<file path="src/hdl/oraex_pkg.sv">
// package of opcodes, field positions and reset values for the instruction executor
package oraex_pkg;
   localparam int INSTR_W = 14;
   localparam int DATA_W = 8;
   localparam int ADDR_W = 7;
   localparam int D_BIT = 7;
   // opcode field positions inside the instruction word
   localparam int OP_MSB = 13;
   localparam int OP_FILE_LSB = 8;
   localparam int OP_LITERAL_LSB = 10;
   localparam int OP_STORE_LSB = 7;
   localparam logic [5:0] OP_OR_WORK_WITH_FILE = 6'h04;
   localparam logic [5:0] OP_MOVE_FILE = 6'h08;
   localparam logic [3:0] OP_LOAD_LITERAL_HI = 4'hC;
   localparam logic [6:0] OP_STORE_WORK_HI = 7'h01;
   localparam logic [7:0] WORK_RESET = 8'h00;
   localparam logic ZERO_RESET = 1'b0;
   typedef enum {oraex_op_none, oraex_op_or, oraex_op_move, oraex_op_literal, oraex_op_store} oraex_op_e;
endpackage

</file>
<file path="src/hdl/oraex_dec_if.sv">
// interface carrying decoded instruction fields from the decoder to the executor
`timescale 1ns/1ps
interface oraex_dec_if;
   oraex_pkg::oraex_op_e op;
   logic dest_file;
   logic [oraex_pkg::ADDR_W-1:0] addr;
   logic [oraex_pkg::DATA_W-1:0] literal;
   modport decoder (output op, output dest_file, output addr, output literal);
   modport executor (input op, input dest_file, input addr, input literal);
endinterface

</file>
<file path="src/hdl/oraex_decode.sv">
// combinational opcode decoder for the four instructions
`timescale 1ns/1ps
module oraex_decode (
   input wire logic [oraex_pkg::INSTR_W-1:0] instr_in,
   oraex_dec_if.decoder dec
);
   always_comb
   begin
      dec.addr = instr_in[oraex_pkg::ADDR_W-1:0];
      dec.literal = instr_in[oraex_pkg::DATA_W-1:0];
      dec.dest_file = instr_in[oraex_pkg::D_BIT];
      dec.op = oraex_pkg::oraex_op_none;
      if (instr_in[oraex_pkg::OP_MSB:oraex_pkg::OP_FILE_LSB] == oraex_pkg::OP_OR_WORK_WITH_FILE)
         dec.op = oraex_pkg::oraex_op_or;
      else if (instr_in[oraex_pkg::OP_MSB:oraex_pkg::OP_FILE_LSB] == oraex_pkg::OP_MOVE_FILE)
         dec.op = oraex_pkg::oraex_op_move;
      else if (instr_in[oraex_pkg::OP_MSB:oraex_pkg::OP_LITERAL_LSB] == oraex_pkg::OP_LOAD_LITERAL_HI)
         dec.op = oraex_pkg::oraex_op_literal;
      else if (instr_in[oraex_pkg::OP_MSB:oraex_pkg::OP_STORE_LSB] == oraex_pkg::OP_STORE_WORK_HI)
         dec.op = oraex_pkg::oraex_op_store;
   end
endmodule

</file>
<file path="src/hdl/oraex_core.sv">
// executor for or-with-file, move-file, load-literal and store-work instructions
`timescale 1ns/1ps
module oraex_core (
   input wire logic core_clk_in,
   input wire logic resetn_in,
   input wire logic instr_valid_in,
   input wire logic [oraex_pkg::INSTR_W-1:0] instr_in,
   input wire logic [oraex_pkg::DATA_W-1:0] file_rdata_in,
   output logic [oraex_pkg::ADDR_W-1:0] file_raddr_out,
   output logic file_we_out,
   output logic [oraex_pkg::ADDR_W-1:0] file_waddr_out,
   output logic [oraex_pkg::DATA_W-1:0] file_wdata_out,
   output logic [oraex_pkg::DATA_W-1:0] work_out,
   output logic zero_out,
   output logic handled_out
);
   typedef struct packed {
      logic [oraex_pkg::DATA_W-1:0] work;
      logic zero;
      logic we;
      logic [oraex_pkg::ADDR_W-1:0] waddr;
      logic [oraex_pkg::DATA_W-1:0] wdata;
      logic handled;
   } oraex_state_s;

   // the decoder slices assume this field layout; refuse any other
   if (oraex_pkg::INSTR_W != oraex_pkg::OP_MSB + 1)
   begin
      $error("instruction width does not match the opcode field");
   end
   if (oraex_pkg::D_BIT != oraex_pkg::ADDR_W)
   begin
      $error("destination bit must sit just above the address field");
   end
   if (oraex_pkg::DATA_W > oraex_pkg::OP_FILE_LSB)
   begin
      $error("literal field would overlap the opcode field");
   end
   if (oraex_pkg::ADDR_W > oraex_pkg::DATA_W)
   begin
      $error("address field wider than the data path");
   end

   oraex_state_s st;
   oraex_state_s next_st;
   oraex_dec_if dec ();
   logic [oraex_pkg::DATA_W-1:0] result;

   oraex_decode u_decode (
      .instr_in(instr_in),
      .dec(dec)
   );

   // read address is combinational so the operand arrives in the same cycle
   always_comb
   begin
      file_raddr_out = dec.addr;
   end

   always_comb
   begin
      next_st = st;
      next_st.we = 1'b0;
      next_st.handled = 1'b0;
      result = file_rdata_in;
      if (dec.op == oraex_pkg::oraex_op_or)
         result = st.work | file_rdata_in;
      if (instr_valid_in)
      begin
         case (dec.op)
            oraex_pkg::oraex_op_or, oraex_pkg::oraex_op_move:
            begin
               next_st.handled = 1'b1;
               next_st.zero = (result == '0);
               if (dec.dest_file)
               begin
                  next_st.we = 1'b1;
                  next_st.waddr = dec.addr;
                  next_st.wdata = result;
               end
               else
                  next_st.work = result;
            end
            oraex_pkg::oraex_op_literal:
            begin
               next_st.handled = 1'b1;
               next_st.work = dec.literal;
            end
            oraex_pkg::oraex_op_store:
            begin
               next_st.handled = 1'b1;
               next_st.we = 1'b1;
               next_st.waddr = dec.addr;
               next_st.wdata = st.work;
            end
            default:
            begin
               next_st.handled = 1'b0;
            end
         endcase
      end
   end

   always_ff @(posedge core_clk_in or negedge resetn_in)
   begin
      if (!resetn_in)
      begin
         st.work <= oraex_pkg::WORK_RESET;
         st.zero <= oraex_pkg::ZERO_RESET;
         st.we <= 1'b0;
         st.waddr <= '0;
         st.wdata <= '0;
         st.handled <= 1'b0;
      end
      else
         st <= next_st;
   end

   always_comb
   begin
      file_we_out = st.we;
      file_waddr_out = st.waddr;
      file_wdata_out = st.wdata;
      work_out = st.work;
      zero_out = st.zero;
      handled_out = st.handled;
   end
endmodule

</file>
<file path="config.mk">
export PLATFORM = sky130hd
export DESIGN_NAME = oraex_core
export DESIGN_NICKNAME = d
export VERILOG_FILES = /design/src/hdl/oraex_pkg.sv /design/src/hdl/oraex_dec_if.sv /design/src/hdl/oraex_decode.sv /design/src/hdl/oraex_core.sv
export SDC_FILE = /design/constraint.sdc
export NUM_CORES = 1
export LEC_CHECK = 0
export ABC_AREA = 1
export BUFFER_PORTS_ARGS = -buffer_cell sky130_fd_sc_hd__buf_2
export CORE_MARGIN = 4
export CORE_UTILIZATION = 45
export CTS_BUF_LIST = sky130_fd_sc_hd__clkbuf_4
export DETAILED_ROUTE_END_ITERATION = 12
export GPL_TIMING_DRIVEN = 0
export PLACE_DENSITY = 0.75
export SLEW_MARGIN = 10
export SYNTH_ARGS = -nofsm -noshare
export SYNTH_HDL_FRONTEND = slang
export SYNTH_SLANG_ARGS = --single-unit
export TNS_END_PERCENT = 30
</file>
<file path="constraint.sdc">
create_clock -name core_clk_in -period 0.82 [get_ports core_clk_in]
set_input_delay 0 -clock core_clk_in [delete_from_list [all_inputs] [get_ports core_clk_in]]
set_output_delay 0 -clock core_clk_in [all_outputs]
set_load 0.1 [all_outputs]
</file>
==> results by group <==
Detailed routing
  • Total number of vias: 1682
  • Vias/cell: 5.10
  • Detail Route Antenna Nets: 0
  • 1st-iter DRT viols: 84
  • First-pass iteration count of the detailed router: 4
  • Routed wire per std cell: 15.1 um
  • Detailed-route DRC error count: 0
  • Detailed Route WL: 4990 um

STA
  • Max Slew Vio Count: 0
  • Final setup fails: 51
  • Worst slew pin tran: 605 ps
  • RSZ-0062 raised after global routing: true
  • Achievable frequency: 851 MHz
  • Worst hold slack: -4.78 ps
  • Final Cycle Share: 143%
  • Final Critical Period: 1170 ps
  • Slew HR: 59.7%
  • Endpoints failing hold: 1
  • Final setup TNS: -10100 ps
  • Worst Slack Setup Final: -355 ps
  • Clock Skew: 4.32 ps

Clocking
  • Total CTS buffers: 3
  • Root Driver: clkbuf_4
  • CTS tree: yes
  • Clock transition at path regs: 160 ps
  • CTS Buffer Depth: 2
  • Clk_lat worst skew: 340 ps
  • H-tree depth: 1
  • CTS sink count: 26

Global route
  • First-pass GRT wire length: 7240 um
  • Largest net degree at the start of global routing: 27
  • Initial antenna violation count: 0
  • Overall routing resource usage: 21.8%
  • Number of global-route vias before repair: 1533
  • GRT overflow: 0

Run status
  • Violated checks: hold timing, setup timing
  • Status: finished, violations left

Layout
  • Antenna cells: 0
  • Register Area: 688 sq um
  • NumNets Final: 312
  • Layout cells sized above 1: 45.1%
  • Filler cell count: 193
  • Area growth, synth to finish: 73.4%
  • Area of the multi-input gates: 743 sq um

Floorplanning
  • Die Ht: 65.8 um
  • Top Ports: 58
  • Cell Rows: 20
  • Die Area: 4320 sq um
  • DIE WIDTH: 65.8 um
  • Initial Util: 48.0%
  • Core area: 3130 sq um

Critical path
  • Crit. End Element: register
  • Worst Setup SP: work_out[6]$_DFFE_PN0P_
  • Crit path required time: 1100 ps
  • CP Class: register to register
  • Worst EP arrival: 1450 ps
  • Origin of the critical flop-to-flop path: work_out[6]$_DFFE_PN0P_
  • Critical Path Start Type: register
  • Worst Path Max Fanout: 3

Place
  • Gpl congestion: 0.824
  • PortBufs: 56
  • Pre-CTS setup slack: -734 ps
  • Dpl hpwl: 2890 um

Power
  • Sequential power share: 29.3%
  • Power share of the combinational group: 56.0%
  • Total power: 6350 uW
  • Pwr dens: 2440 nW/um^2
  • Clock power frac: 14.7%
  • Leak: 0.00132 uW
  • Internal cell power: 3270 uW
  • Sw Share: 48.5%
  • Net switching power: 3070 uW
  • Peak VDD IR: 1540 uV

Synthesis
  • Avg Cell Area, Syn: 7.43 sq um
  • Share of the yosys chip area belonging to registers: 43.3%
  • Net count after synthesis: 227
  • Yosys reg bits: 26
  • Syn Inst Count: 202
  • Yosys warns: 0
  • Synth unique cells: 25
  • Netlist Area Pre-Place: 1500 sq um

Hold path
  • Hold Path Class: primary input to register
  • Hold path startpoint: instr_in[2]

Run
  • Max cap viols: 0
## stage by stage
stage	area [sq um]	hold slack, ps	util, %	instances
global placement	1870	36.3	59.9	302
global route	2600	28.0	83.2	330
finish	2600	-4.78	83.2	330
floorplan	1540	-296	-	202
CTS	2380	1.32	76.1	318
detailed placement	1870	40.0	59.9	302
## logic make-up after synthesis
group,after synthesis,synth area share [%]
buf+inv,44,13.5
simple gates,102,30.8
xor+xnor,1,0.583
compound gates,29,11.8
flops,26,43.3
## routing by layer
layer  track usage (%)  wire, um  part of all wire, %
met3              5.64       429                  8.6
met4              2.07        35                 0.70
met1              26.5      1820                   36
met5                 0         0                    0
met2              39.7      2710                   54
## power by group through the flow
stage,sequential [uW],combinational [uW],clock (uW)
2_1_floorplan,3370,505,0
3_3_place_gp,1740,2560,0
3_5_place_dp,1740,2580,0
4_1_cts,1820,3200,925
5_1_grt,1890,3680,980
6_report,1860,3550,932
## path summary, 6_finish.rpt
path,to,slack (ps),depth (start not counted)
max,zero_out$_DFFE_PN0P_,-350,5
min in group asynchronous,file_wdata_out[7]$_DFFE_PN0P_,180,2
max reg2reg,zero_out$_DFFE_PN0P_,-350,5
min reg2reg,file_wdata_out[2]$_DFFE_PN0P_,540,2
max in group asynchronous,work_out[2]$_DFFE_PN0P_,190,2
min,work_out[2]$_DFFE_PN0P_,-5,5
## timing repair
action / CTS / global route
endpoints found under the hold margin: 34 / 0
hold buffers: 8 / 0
cloned: 0 / 0
pin swaps: 6 / 15
setup buffers: 4 / 12
endpoints found under the setup margin: 51 / 51
gates resized for setup: 97 / 40
## flip-flops by register name, summed over array words and instances (netlist names)
signal          count
zero_out            1
file_we_out         1
file_waddr_out      7
work_out            8
file_wdata_out      8
handled_out         1
## worst max-delay path: stages (launching register included)
cell	delay, ps
dfrtp_4	520
nand4_1	120
nand2_2	100
nor2_1	140
nand3_1	90
o21bai_1	140
## layout by cell type, fill, tap and decap left out, types with 2 or more instances in the layout
cell	n
a21oi_4	2
buf_12	22
buf_2	29
buf_4	23
buf_6	4
buf_8	2
clkbuf_1	2
clkbuf_4	4
dfrtp_1	12
dfrtp_2	6
dfrtp_4	8
dlygate4sd3_1	8
inv_1	28
inv_4	5
nand2_1	64
nand2_2	7
nand3_1	13
nand3_4	2
nand4_1	4
nor2_1	4
nor2_2	3
nor2_4	3
o21ai_1	17
o21bai_4	4
## layout make-up
cell class | instances | share of cell area, %
timing repair buffer | 80 | 32.5
tap | 44 | 2.11
buffer | 11 | 3.17
clock inverter | 1 | 1.15
clock buffer | 3 | 0.865
inverter | 33 | 5.24
sequential | 26 | 26.4
multi-input combinational | 132 | 28.5
## synthesized netlist by cell type
cell      count  share of area, %
xor2_1        1              0.58
a21oi_2       1              0.58
o21bai_1      5               2.5
o21ai_1       1              0.33
o21a_1        1              0.50
nand3_2       1              0.67
inv_1        32               8.0
buf_6         1              0.75
buf_4         7               3.5
nand4_1       4               1.7
nor2_1        7               1.8
o21ai_0      18               6.0
buf_2         1              0.33
nor2_4        3               2.2
nand3_1      14               4.7
inv_4         1              0.42
nand3_4       1               1.2
a21oi_1       1              0.33
nand2_4       1              0.75
nand2_1      70                17
a31oi_1       1              0.42
nand2_2       1              0.42
a21oi_4       1               1.1
dfrtp_1      26                43
clkbuf_1      2              0.50
(Power assumes the default switching activity.)
